`src/verilog/fcpwm_pkg.sv`:
```
/*
  Package of the four-channel pulse unit: register offsets, control
  field positions, reset values and the tick divider settings.
  Assumes a 100 MHz mclk and a 16-bit register space that sits in the low
  half of 32-bit Avalon-MM words.
*/
`default_nettype none
package fcpwm_pkg;

  // ***************************************************************
  // Sizes
  // ***************************************************************
  localparam int NCH      = 4;   // Channel count
  localparam int CNT_W    = 10;  // Pulse counter width
  localparam int REG_W    = 16;  // Register width
  localparam int ADDR_W   = 16;  // Byte address width
  localparam int DATA_W   = 32;  // Bus data width
  localparam int SEL_W    = 2;   // Tick rate select width
  localparam int DIV_W    = 3;   // Tick divider width

  // ***************************************************************
  // Register byte addresses
  // ***************************************************************
  localparam logic [ADDR_W-1:0] ADR_CTRL   = 16'hC0E4; // Control
  localparam logic [ADDR_W-1:0] ADR_MAX    = 16'hC0E8; // Maximum count
  localparam logic [ADDR_W-1:0] ADR_CYC    = 16'hC0EC; // One-shot cycle count
  localparam logic [ADDR_W-1:0] ADR_DUTY0  = 16'hC0F0; // Channel 0 duty
  localparam logic [ADDR_W-1:0] ADR_STEP   = 16'h0004; // Duty register stride
  localparam logic [ADDR_W-1:0] ADR_STAT   = 16'hC100; // Status

  // ***************************************************************
  // Control fields
  // ***************************************************************
  localparam int CTL_EN_LSB  = 0;  // Channel enables [3:0]
  localparam int CTL_POL_LSB = 4;  // Channel polarities [7:4]
  localparam int CTL_MODE    = 8;  // 1 = one shot, 0 = continuous
  localparam int CTL_SEL_LSB = 9;  // Tick rate select [10:9]
  localparam int CTL_RUN     = 15; // Run bit, cleared at one-shot end
  localparam logic [REG_W-1:0] CTL_MASK  = 16'h87FF; // Implemented bits
  localparam logic [REG_W-1:0] CTL_RST   = 16'h0000; // Control reset
  localparam logic [CNT_W-1:0] MAX_RST   = 10'h000;  // Max count reset
  localparam logic [REG_W-1:0] CYC_RST   = 16'h0000; // Cycle count reset
  localparam logic [CNT_W-1:0] DUTY_RST  = 10'h000;  // Duty reset

  // ***************************************************************
  // Tick divider: one tick every 2**sel mclk cycles
  // ***************************************************************
  localparam logic [DIV_W-1:0] DIV_ONE   = 3'h1;
  localparam logic [DIV_W-1:0] DIV_ZERO  = 3'h0;

endpackage
`default_nettype wire

```
`src/verilog/fcpwm_tick_if.sv`:
```
/*
  Carrier between the pulse unit and its tick divider: rate select out,
  tick enable back.
  Assumes both ends run on mclk.
*/
`timescale 1ns/1ns
`default_nettype none
interface fcpwm_tick_if;
  logic [fcpwm_pkg::SEL_W-1:0] sel;  // Tick rate select
  logic                        tick; // One-cycle count enable
  modport unit (output sel, input tick);
  modport div  (input sel, output tick);
endinterface
`default_nettype wire

```
`src/verilog/fcpwm_unit.sv`:
```
/*
  Four-channel pulse-width unit with Avalon-MM register slave.
  Assumes one 100 MHz clock, synchronous active-high reset and a master
  that holds each request until waitrequest is seen low.
*/
// Operation
// - Mode zero: counter restarts after maximum count
// - Mode bit 8: one shot, run cycles, halt
// - Bits 7..4 set channel output polarity
// - Bits 3..0 enable channels 3..0
// - Ten-bit maximum count register, resets zero
// - Counter steps on selected tick only
`timescale 1ns/1ns
`default_nettype none
module fcpwm_unit
(
  input  wire logic                          mclk,
  input  wire logic                          sys_rst,
  input  wire logic [fcpwm_pkg::ADDR_W-1:0]  avs_address,
  input  wire logic                          avs_read,
  input  wire logic                          avs_write,
  input  wire logic [fcpwm_pkg::DATA_W-1:0]  avs_writedata,
  input  wire logic [3:0]                    avs_byteenable,
  output logic      [fcpwm_pkg::DATA_W-1:0]  avs_readdata,
  output logic                               avs_waitrequest,
  output logic      [fcpwm_pkg::NCH-1:0]     pwm_out
);
  import fcpwm_pkg::*;

  // ***************************************************************
  // Registers
  // ***************************************************************
  logic [REG_W-1:0]  ctrl_r;           // Control
  logic [CNT_W-1:0]  max_r;            // Maximum count
  logic [REG_W-1:0]  cyc_r;            // One-shot cycle count
  logic [CNT_W-1:0]  duty_r [NCH];     // Per-channel duty
  logic [CNT_W-1:0]  cnt_r;            // Pulse counter
  logic [REG_W-1:0]  done_r;           // Finished counter cycles
  logic [NCH-1:0]    out_r;            // Output pins
  logic              wait_r;           // Waitrequest
  logic [DATA_W-1:0] rdata_r;          // Read data

  fcpwm_tick_if tk ();
  fcpwm_tick u_tick (.mclk(mclk), .sys_rst(sys_rst), .tk(tk.div));

  // ***************************************************************
  // Bus decode
  // ***************************************************************
  wire               req     = avs_read | avs_write;    // Request held
  wire               acc     = req & ~wait_r;           // Accepted edge
  wire               wr      = avs_write & ~wait_r;     // Write takes effect
  wire               hit_ctl = (avs_address == ADR_CTRL);
  wire               hit_max = (avs_address == ADR_MAX);
  wire               hit_cyc = (avs_address == ADR_CYC);
  wire               hit_st  = (avs_address == ADR_STAT);
  wire [REG_W-1:0]   wmask   = {{8{avs_byteenable[1]}}, {8{avs_byteenable[0]}}};
  wire [REG_W-1:0]   wdat    = avs_writedata[REG_W-1:0];
  wire [REG_W-1:0]   ctl_new = ((ctrl_r & ~wmask) | (wdat & wmask)) & CTL_MASK;
  wire               wr_ctl  = wr & hit_ctl;
  wire               go      = wr_ctl & ctl_new[CTL_RUN] & ~ctrl_r[CTL_RUN];
  wire               run     = ctrl_r[CTL_RUN];
  wire               oneshot = ctrl_r[CTL_MODE];
  wire               wrap    = run & tk.tick & (cnt_r >= max_r);
  wire [REG_W-1:0]   done_p1 = REG_W'(done_r + 16'h0001);
  wire               finish  = wrap & oneshot & (done_p1 >= cyc_r);
  wire [NCH-1:0]     hit_dy;
  wire [NCH-1:0]     on_now;
  wire [NCH-1:0]     en      = ctrl_r[CTL_EN_LSB +: NCH];
  wire [NCH-1:0]     pol     = ctrl_r[CTL_POL_LSB +: NCH];
  logic [REG_W-1:0]  rd_mux;

  assign tk.sel          = ctrl_r[CTL_SEL_LSB +: SEL_W];
  assign avs_waitrequest = wait_r;
  assign avs_readdata    = rdata_r;
  assign pwm_out         = out_r;

  // Per-channel decode and active phase
  generate
    for (genvar i = 0; i < NCH; i++)
    begin : g_ch
      assign hit_dy[i] = (avs_address == ADDR_W'(ADR_DUTY0 + ADR_STEP * i));
      assign on_now[i] = run & (cnt_r < duty_r[i]);
      // Duty register write
      always_ff @(posedge mclk)
      begin
        if (sys_rst)
          duty_r[i] <= DUTY_RST;
        else if (wr & hit_dy[i])
          duty_r[i] <= (duty_r[i] & ~wmask[CNT_W-1:0]) | (wdat[CNT_W-1:0] & wmask[CNT_W-1:0]);
      end
      // Output: active level is the polarity bit, idle is its inverse
      always_ff @(posedge mclk)
      begin
        if (sys_rst)
          out_r[i] <= 1'b1;
        else
          out_r[i] <= (en[i] & on_now[i]) ? pol[i] : ~pol[i];
      end
    end
  endgenerate

  // Read multiplexer, unmapped addresses read zero
  always_comb
  begin
    rd_mux = '0;
    if (hit_ctl)
      rd_mux = ctrl_r;
    else if (hit_max)
      rd_mux = {6'h00, max_r};
    else if (hit_cyc)
      rd_mux = cyc_r;
    else if (hit_st)
      rd_mux = {5'h00, run, cnt_r};
    else
      for (int j = 0; j < NCH; j++)
        if (hit_dy[j])
          rd_mux = {6'h00, duty_r[j]};
  end

  // ***************************************************************
  // Bus handshake: one wait cycle per request
  // ***************************************************************
  always_ff @(posedge mclk)
  begin
    if (sys_rst)
    begin
      wait_r  <= 1'b1;
      rdata_r <= '0;
    end
    else
    begin
      wait_r  <= ~(req & wait_r);
      rdata_r <= (req & wait_r) ? {16'h0000, rd_mux} : rdata_r;
    end
  end

  // Control; a software write wins over the one-shot clear
  always_ff @(posedge mclk)
  begin
    if (sys_rst)
      ctrl_r <= CTL_RST;
    else if (wr_ctl)
      ctrl_r <= ctl_new;
    else if (finish)
      ctrl_r[CTL_RUN] <= 1'b0;
  end

  // Maximum count and cycle count
  always_ff @(posedge mclk)
  begin
    if (sys_rst)
    begin
      max_r <= MAX_RST;
      cyc_r <= CYC_RST;
    end
    else
    begin
      if (wr & hit_max)
        max_r <= (max_r & ~wmask[CNT_W-1:0]) | (wdat[CNT_W-1:0] & wmask[CNT_W-1:0]);
      if (wr & hit_cyc)
        cyc_r <= (cyc_r & ~wmask) | (wdat & wmask);
    end
  end

  // ***************************************************************
  // Counter: steps on tick, wraps at maximum count
  // ***************************************************************
  always_ff @(posedge mclk)
  begin
    if (sys_rst | go)
    begin
      cnt_r  <= '0;
      done_r <= '0;
    end
    else if (wrap)
    begin
      cnt_r  <= '0;
      done_r <= done_p1;
    end
    else if (run & tk.tick)
      cnt_r  <= CNT_W'(cnt_r + 10'h001);
  end
endmodule
`default_nettype wire

```
`src/verilog/fcpwm_tick.sv`:
```
/*
  Tick divider: produces a one-cycle enable every 2**sel mclk cycles.
  Assumes sel is a register output of the unit on the same clock.
*/
`timescale 1ns/1ns
`default_nettype none
module fcpwm_tick
(
  input  wire logic   mclk,
  input  wire logic   sys_rst,
  fcpwm_tick_if.div   tk
);
  import fcpwm_pkg::*;

  logic [DIV_W-1:0] div_r;    // Free-running divider
  logic [DIV_W-1:0] div_nxt;  // Next divider value
  logic [DIV_W-1:0] div_top;  // Last count of a period
  logic             tick_r;   // Registered tick

  assign div_top = DIV_W'((DIV_ONE << tk.sel) - DIV_ONE);
  assign div_nxt = (div_r >= div_top) ? DIV_ZERO : DIV_W'(div_r + DIV_ONE);
  assign tk.tick = tick_r;

  // Divider and tick register
  always_ff @(posedge mclk)
  begin
    if (sys_rst)
    begin
      div_r  <= DIV_ZERO;
      tick_r <= 1'b0;
    end
    else
    begin
      div_r  <= div_nxt;
      tick_r <= (div_r >= div_top);
    end
  end
endmodule
`default_nettype wire

```
`config.mk`:
```
export PLATFORM = sky130hd
export DESIGN_NAME = fcpwm_unit
export DESIGN_NICKNAME = d
export VERILOG_FILES = /design/src/verilog/fcpwm_pkg.sv /design/src/verilog/fcpwm_tick_if.sv /design/src/verilog/fcpwm_unit.sv /design/src/verilog/fcpwm_tick.sv
export SDC_FILE = /design/constraint.sdc
export NUM_CORES = 1
export LEC_CHECK = 0
export BUFFER_PORTS_ARGS = -buffer_cell sky130_fd_sc_hd__clkbuf_2
export CORE_MARGIN = 1
export CORE_UTILIZATION = 45
export CTS_BUF_LIST = sky130_fd_sc_hd__clkbuf_2
export DETAILED_ROUTE_END_ITERATION = 10
export GPL_ROUTABILITY_DRIVEN = 0
export PLACE_DENSITY = 0.73
export RECOVER_POWER = 25
export SLEW_MARGIN = 15
export SYNTH_ARGS = -nofsm -noshare
export SYNTH_HDL_FRONTEND = slang
export SYNTH_SLANG_ARGS = --single-unit
```
`constraint.sdc`:
```
create_clock -name mclk -period 6.4 [get_ports mclk]
set_input_delay 1.28 -clock mclk [delete_from_list [all_inputs] [get_ports mclk]]
set_output_delay 1.28 -clock mclk [all_outputs]
set_load 0.05 [all_outputs]
```
**Word-level counts from Yosys, hierarchy flattened**

Memory sizes are Yosys's and may differ from the RTL's.
Index checks and enable logic that the tools add are counted.

- RAM bits: 40
- Bits of input ports: 56
- Flip-flop bits (word level): 89
- Logic and storage cells: 124
- Output and inout bits: 37
- Memories kept: 1

Memory list:

| memory | depth | bits a word | rd ports | clocked after Yosys merged registers in | wr ports | RTL line | RTL |
|---|---|---|---|---|---|---|---|
| duty_r | 4 | 10 | 4 | 0 | 4 | fcpwm_unit.sv:36 | `logic [CNT_W-1:0] duty_r [NCH];` |

- Mux-type cells: 32
- Shift operators: 1
- Eq/ne operators: 8
- Add/sub/neg operators: 4
- Bitwise gates (word level): 54
- Magnitude comparators: 7
- Reduce and logical (&&, ||, !) cells: 3

Operators with widths:

| kind | number |
|---|---|
| equality test 16 bit, second input constant | 8 |
| 2-to-1 mux 16 bit | 7 |
| bitwise AND 10 bit | 6 |
| 2-to-1 mux 10 bit | 5 |
| OR 10 bit | 5 |
| bitwise AND 16 bit | 3 |
| < comparator 10 bit | 4 |
| OR 16 bit | 2 |
| bitwise AND 1 bit | 23 |
| 2-to-1 mux 1 bit | 20 |
| adder 16 x 1 -> 16 bit, second input constant | 1 |
| >= comparator 16 bit | 1 |
| inverter 16 bit | 1 |
| adder 10 x 1 -> 10 bit, second input constant | 1 |
| >= comparator 10 bit | 1 |
| inverter 10 bit | 1 |
| inverter 1 bit | 7 |
| OR 1 bit | 6 |
| OR reduction 2 bit | 2 |
| adder 3 x 1 -> 3 bit, second input constant | 1 |
| >= comparator 3 bit | 1 |
| << shifter 1 x 2 -> 3 bit, first input constant | 1 |
| subtractor 3 x 1 -> 3 bit, second input constant | 1 |
| nonzero test 2 bit | 1 |

**Depth between registers and ports, before layout**

Gate-level depths: netlist (run 1).

- Word-level depth: 9
- Gate-level depth with buffers: 12
- Mapped depth without buffers: 12

**Hierarchy**

From an unflattened synthesis (run 1), not the netlist that was laid out.

- Cell total of the unflattened synthesis: 891
- Area, all modules: 7993.9 um^2

By module, submodules not included:

| module | cells each | area an instance (um^2) | times used |
|---|---|---|---|
| fcpwm_unit | 870 | 7775.0 | 1 |
| fcpwm_tick | 21 | 219.0 | 1 |

**Worst setup path after synthesis (run 1)**

OpenSTA, ideal clock, no wires.

- Path kind: input-to-reg
- From: input port avs_address[12] in the netlist's numbering
- To: memory duty_r[3][0], enable pin
- Arrival: 2.610 ns
- Buffers on the path: 2
- Stages on the path: 6
- Slack: 3.472 ns
- Cell sequence: and4bb_2 and4b_1 buf_4 and2_1 clkbuf_1 a31o_2

RTL lines:

| item | RTL line | RTL |
|---|---|---|
| start: declaration | fcpwm_unit.sv:19 | `input wire logic [fcpwm_pkg::ADDR_W-1:0] avs_address,` |
| end: declaration | fcpwm_unit.sv:36 |  |

**Final worst setup path (run 1)**

- From: input port avs_address[3] in the netlist's numbering
- To: register cnt_r[7]

- Word-level cells in the longest chain between the ends: 6

RTL lines:

| item | RTL line | RTL |
|---|---|---|
| equality test 16 bit | fcpwm_unit.sv:52 | `wire hit_ctl = (avs_address == ADR_CTRL);` |
| bitwise AND 1 bit | fcpwm_unit.sv:59 | `wire wr_ctl = wr & hit_ctl;` |
| bitwise AND 1 bit (2 in series) | fcpwm_unit.sv:60 | `wire go = wr_ctl & ctl_new[CTL_RUN] & ~ctrl_r[CTL_RUN];` |
| OR 1 bit | fcpwm_unit.sv:170 | `if (sys_rst \| go)` |
| OR reduction 2 bit (no line) | -- |  |
| end signal: assignment | fcpwm_unit.sv:181 | `cnt_r <= CNT_W'(cnt_r + 10'h001);` |
| end: declaration | fcpwm_unit.sv:37 | `logic [CNT_W-1:0] cnt_r;` |

Every way passes these cells.
A chain may end at the register's enable or synchronous reset.

==> run metrics, run 1 <==
status finished, violations left; failing checks max-capacitance violations, max-slew violations; RSZ-0062 raised after global routing false; area leader, netlist dfxtp_1; total gr overflow 0; EDFF count, synth 40; top cells by area, synth dfxtp_1, edfxtp_1, ha_1; fin. max-slew vios 38; antenna violations before repair 1; CTS-repair resized insts 0; sequential share of power 54.4%; Die ar. 0.0181 mm2; final wirelength 20,700 um; post-placement cell count 1,181; max-cap violations 1; DR DRC count 0; DP Worst Slack 2.75 ns; top post-synthesis cells by count nand2_1, dfxtp_1, o21ai_0; Net Sw Frac 29.1%; power density of the placed cells roughly 190 mW/mm2; final worst path period need 3.17 ns; clock slew at reported path FFs 0.21 ns; Synth Instances 934; Critical Path, Cell by Cell clkbuf_1, nand2b_1, nor2_1, nand2_2, nor2_1, a31o_2, nor3_1; number of I/O port buffers 58; TritonCTS Buffers 17; share of the synthesized area in the top cell type 22.5%; Final HPWL DP around 15,000 um; Internal Power 1.12 mW; pin count of the biggest net entering global routing 45; syn avg cell area 8.48 um2; Hold-fix buffers, CTS 0; CP required 7.04 ns; asr flop ratio synth 0%; Worst Setup Path Type input pin to flop; slowest CP cell a31o_2; buffers and inverters on the worst path 1; Worst EP arrival 3.80 ns; Via-to-Cell Ratio approximately 5.6; Max Clock Skew around 0.042 ns; Hold Crit Class flop to flop; crit path launch avs_address[3]; PnR worst setup slack about 3.2 ns; number of fill cells 1,651; Synth Warn # 0; clk_lat worst skew 0.79 ns; Rows 48; most frequent cell after synthesis nand2_1; Starting Density 46.0%; Wirelength per Cell around 17 um; area grow syn2layout 7.44%; Slew HR -1.12%; Total Power between 1.5 and 2 mW; Synth cell types 57; worst-path fanout max 26; Final setup viols 0; die width 135 um; switching pwr 0.460 mW; VDD IR max around 0.12 mV; Post-CTS Setup Bufs 0; total number of vias 6,826; Final ANT Viol Nets 0; vias in the first global route just over 6k; DP Area 0.00827 mm2; crit-path max cell delay 0.63 ns; Comb power frac 9.4%; Mapped Area 0.00792 mm2; CP Capture Type flop; GRT Total Usage a little under a quarter; Least-Margin Pin Slew 1.52 ns; fmax 316 MHz; fin crit share about 50%; Seq/Total Area, Yosys 37.7%; first-pass GRT wire length 32,800 um; Pleak 3.32 nW; Layout Nets 1,099; Detailed Route Iter0 Violations 801; Hold Startpoint avs_readdata[14]; DR pass1 iterations 8; CTS tree yes; Design Area, Final 0.00851 mm2; r2r setup slk between 3 and 4 ns; clock power share 36.2%; Main synth FF type dfxtp_1; setup TNS 0 ns; flops & latches, synth between 100 and 150; CP most frequent cell nor2_1; Die Ht 135 um; Setup crit start kind input pin; # H-tree levels 4; clock root buffer clkbuf_2; CP top delay family simple AND/OR/NAND/NOR gates; Longest Clk Path Bufs 2; Hold Violations, Final 0; CTS sink cnt 129; worst r2r src cnt_r[0]; share of layout cells above drive strength 1 10.5%; Hold Worst Slack 0.463 ns; area of the core roughly 0.017 mm2; Non-Filler Instances 1,214; IO Pins 93; Util after Layout between 40 and 50%
## cell type report
type                    instances  area, um2  share of cell area [%]
repair buffers                 61        309                    3.63
inverters                      73        274                    3.22
multi-input cells             693       4390                    51.6
clock inverters                14        178                    2.09
well taps                     225        282                    3.31
clock buffers                  18       90.1                    1.06
flip-flops and latches        129       2980                    35.0
diodes                          1       2.50                  0.0294
## power by group through the flow
stage	logic (mW)	clock network [mW]	registers, mW
after detailed placement	0.148	0	0.877
final	0.149	0.572	0.861
after floorplan	0.101	0	0.886
after global routing	0.161	0.610	0.862
after global placement	0.147	0	0.877
after CTS	0.149	0.578	0.860
## worst reg2reg max path: cells and delay by family (launching register included)
kind / cells / cell delay, ns
DFF: 1 / 0.67
AOI/OAI and AO/OA: 4 / 0.69
and+or+nand+nor: 2 / 0.94
adders and majority gates: 1 / 0.29
buffers and inverters: 2 / 0.31
## metal layers
layer / part of all wire [%] / GRT usage [%] / wire (um)
met3: 8.3 / 4.65 / 1720
met4: 2.7 / 10.0 / 559
met2: 44 / 36.2 / 9210
met5: 0 / 0 / 0
met1: 45 / 32.1 / 9250
## path summary, 6_finish.rpt
| path | endpoint | cells past startpoint |
|---|---|---|
| setup / recovery | cnt_r[7] | 7 |
| hold / removal | avs_readdata[14] | 2 |
| setup reg to reg | ctrl_r[15] | 9 |
| hold reg to reg | avs_readdata[14] | 2 |
## layout by cell type (no fill, tap or decap), drive strengths merged, types with 5 or more instances in the layout
| master | count |
|---|---|
| a21boi | 5 |
| a21o | 6 |
| a21oi | 66 |
| a221oi | 9 |
| a222oi | 7 |
| a22oi | 6 |
| a31o | 5 |
| a31oi | 5 |
| and2 | 7 |
| and3 | 6 |
| clkbuf | 76 |
| conb | 16 |
| dfxtp | 89 |
| edfxtp | 40 |
| ha | 68 |
| inv | 79 |
| mux2i | 12 |
| nand2 | 132 |
| nand2b | 15 |
| nand3 | 19 |
| nand3b | 5 |
| nand4 | 11 |
| nor2 | 50 |
| nor2b | 46 |
| nor3 | 22 |
| nor4 | 7 |
| o21a | 9 |
| o21ai | 80 |
| o22ai | 5 |
| o311a | 5 |
| xnor2 | 31 |
| xor2 | 12 |
## cell families (layout without fill, tap and decap cells)
kind of cell	count (synthesis)	after routing	synth area share, %
multiplexers	12	12	1.52
flip-flops	129	129	37.7
other	1	17	0.0473
adder cells (fa/ha/maj)	68	68	10.7
AO/OA/AOI/OAI	218	218	16.6
buffers and inverters	127	166	7.31
XOR/XNOR	43	43	4.75
AND/OR/NAND/NOR	336	336	21.4
Note: power is estimated with default switching activity, not from simulation.
==> run 2: changes to the inputs <==
--- a/config.mk
+++ b/config.mk
@@ -5,13 +5,14 @@
 export SDC_FILE = /design/constraint.sdc
 export NUM_CORES = 1
 export LEC_CHECK = 0
+export ABC_AREA = 1
 export BUFFER_PORTS_ARGS = -buffer_cell sky130_fd_sc_hd__clkbuf_2
 export CORE_MARGIN = 1
 export CORE_UTILIZATION = 45
 export CTS_BUF_LIST = sky130_fd_sc_hd__clkbuf_2
 export DETAILED_ROUTE_END_ITERATION = 10
 export GPL_ROUTABILITY_DRIVEN = 0
-export PLACE_DENSITY = 0.73
+export PLACE_DENSITY = 0.76
 export RECOVER_POWER = 25
 export SLEW_MARGIN = 15
 export SYNTH_ARGS = -nofsm -noshare
==> constraint.sdc (replaced) <==
create_clock -name mclk -period 2.9 [get_ports mclk]
set_input_delay 0.58 -clock mclk [delete_from_list [all_inputs] [get_ports mclk]]
set_output_delay 0.58 -clock mclk [all_outputs]
set_load 0.05 [all_outputs]
==> run 2 against run 1 <==
Effect of this change: the flow now finishes without violations; critical path type is now flop to flop; sequential share of layout area is 0.24 points higher; sequential power is 120% higher; critical endpoint is now ctrl_r[15]; combinational power is 79% higher; flip-flop and latch count stayed put; global-route usage is 0.12 points higher; synthesized area is 1.5% lower; largest cell class unchanged; utilization is 1.1 points higher; clock power is 56% higher.
==> run metrics, run 2 <==
status completed; clock slew at reported path FFs around 0.19 ns; Hold Worst Slack between 0.1 and 0.15 ns; Total Power 3.06 mW; Setup crit start kind flop; Hold Crit Class input pin to flop; Synth Instances 1,042; CP Capture Type flop; IO Pins 93; number of I/O port buffers 58; first-pass GRT wire length 32,900 um; Die Ht 134 um; power density of the placed cells 362 mW/mm2; Non-Filler Instances around 1.3k; Longest Clk Path Bufs 2; top post-synthesis cells by count nand2_1, a21oi_1, inv_1; post-placement cell count 1,303; final wirelength 20,400 um; Detailed Route Iter0 Violations slightly above 700; final worst path period need ~2.7 ns; Main synth FF type dfxtp_1; Synth Warn # 0; pin count of the biggest net entering global routing 63; area leader, netlist dfxtp_1; GRT Total Usage 23.7%; flops & latches, synth 129; worst-path fanout max 5; clock root buffer clkbuf_2; Util after Layout 50.5%; area of the core 0.0168 mm2; share of layout cells above drive strength 1 about an eighth; Least-Margin Pin Slew 0.583 ns; DR pass1 iterations 7; fmax 368 MHz; Wirelength per Cell 15.2 um; CTS tree yes; syn avg cell area 7.49 um2; commonest non-fill, non-tap cells in the layout nand2_1, a21oi_1, inv_1; Final setup viols 0; area grow syn2layout 8.48%; VDD IR max 0.247 mV; Reg2Reg Depth 19; Final ANT Viol Nets 0; die width 134 um; Pleak 3.64 nW; Die ar. 0.0179 mm2; Worst Setup Path Type flop to flop; Slew HR 61.1%; Max Clock Skew between 0.03 and 0.04 ns; fin crit share 93.7%; Starting Density 46.6%; vias in the first global route about 6.6k; Hold Violations, Final 0; most frequent cell after synthesis nand2_1; Final HPWL DP roughly 16,000 um; Mapped Area between 0.007 and 0.008 mm2; Rows 47; Synth cell types 39; Seq/Total Area, Yosys between 30% and 40%; max-cap violations 0; DR DRC count 0; fin. max-slew vios 0; total number of vias 7,188; Layout Nets 1,228; share of the synthesized area in the top cell type between 20% and 30%; commonest non-fill, non-tap cell in the layout nand2_1; top cells by area, synth dfxtp_1, edfxtp_1, ha_1; EDFF count, synth 40; asr flop ratio synth 0%; DP Worst Slack 0.132 ns; TritonCTS Buffers 17; total gr overflow 0; CTS sink cnt roughly 130; antenna violations before repair 1; clk_lat worst skew 0.72 ns; hold depth 3; CP required between 3 and 4 ns; Hold-fix buffers, CTS 0; Via-to-Cell Ratio roughly 5.4; # H-tree levels 4; PnR worst setup slack 0.183 ns; Worst EP arrival 3.33 ns
==> run 2: cell types whose count changed after synthesis, sizes merged, moves of 8 or more <==
| cell | previous run | this run |
|---|---|---|
| a21oi | 66 | 140 |
| a221oi | 9 | 0 |
| clkbuf | 27 | 19 |
| inv | 73 | 143 |
| mux2i | 12 | 0 |
| nand2 | 132 | 147 |
| nand2b | 15 | 0 |
| nand3 | 19 | 92 |
| nand4 | 11 | 33 |
| nor2 | 50 | 127 |
| nor2b | 46 | 0 |
| nor3 | 22 | 9 |
| o21ai | 80 | 65 |
| xnor2 | 31 | 5 |
==> run 2: metal layers <==
metal	global-route usage, %	vias to the layer above	share of wire, %
li1	-	3588	-
met5	0	-	0
met3	4.91	26	6.7
met1	32.3	3310	47
met4	6.82	0	1.5
met2	37.6	264	45
==> run 2: cells by family after synthesis <==
group | count (synthesis) | synth area share, %
DFF | 129 | 38.2
AOI/OAI and AO/OA | 220 | 14.6
other | 1 | 0.0480
and+or+nand+nor | 415 | 24.0
buffers and inverters | 193 | 10.3
xor gates and xnor gates | 16 | 1.89
adders and majority gates | 68 | 10.9
==> run 2: power by group <==
| group | leakage [nW] | total [mW] | switching, mW | internal [mW] |
|---|---|---|---|---|
| Sequential | 1.13 | 1.90 | 0.0195 | 1.88 |
| Clock | 0.126 | 0.895 | 0.679 | 0.216 |
| Combinational | 2.38 | 0.267 | 0.202 | 0.0651 |
==> run 2: what timing repair did <==
action | 4_1_cts | 5_1_grt
setup endpoints to repair | 0 | 1
setup buffers | 0 | 2
gates resized for setup | 0 | 5
==> run 2: final timing paths <==
path | from | slack [ns] | to
min | avs_writedata[13] | 0.14 | flop
min reg2reg | u_tick.div_r[0] | 0.47 | u_tick.div_r[0]
max | done_r[0] | 0.18 | ctrl_r[15]
max reg2reg | done_r[0] | 0.18 | ctrl_r[15]
==> run 2: critical path: stages (launching register included) <==
cell and delay (ns):
dfxtp_4 0.40, ha_1 0.18, nand2_1 0.07, nor2_2 0.13
inv_1 0.07, nor2_2 0.12, nand4_1 0.14, nor2_2 0.20
nand2_1 0.11, xnor2_2 0.15, ha_1 0.28, nand2_1 0.06
inv_1 0.06, nand3_1 0.09, nor3_2 0.15, nand3_1 0.10
nand3_1 0.10, nand3_1 0.07, nand3_1 0.09, a21oi_1 0.06
==> run 2: area by class of cell <==
cell class                      instances  area [um2]
Tap cell                              220         275
Clock inverter                         12        66.3
Sequential cell                       129        2990
Inverter                              145         544
Timing Repair Buffer                   76         434
Clock buffer                           19        95.1
Antenna cell                            1        2.50
Fill cell                            1662        8290
Multi-Input combinational cell        735        4060
==> run 2: metrics by stage <==
| stage | area [um2] | TNS, ns |
|---|---|---|
| after floorplan | 7860 | 0 |
| after global placement | 8300 | 0 |
| after detailed placement | 8300 | 0 |
| final | 8470 | 0 |
| after CTS | 8460 | 0 |
| after global routing | 8470 | -0.0627 |
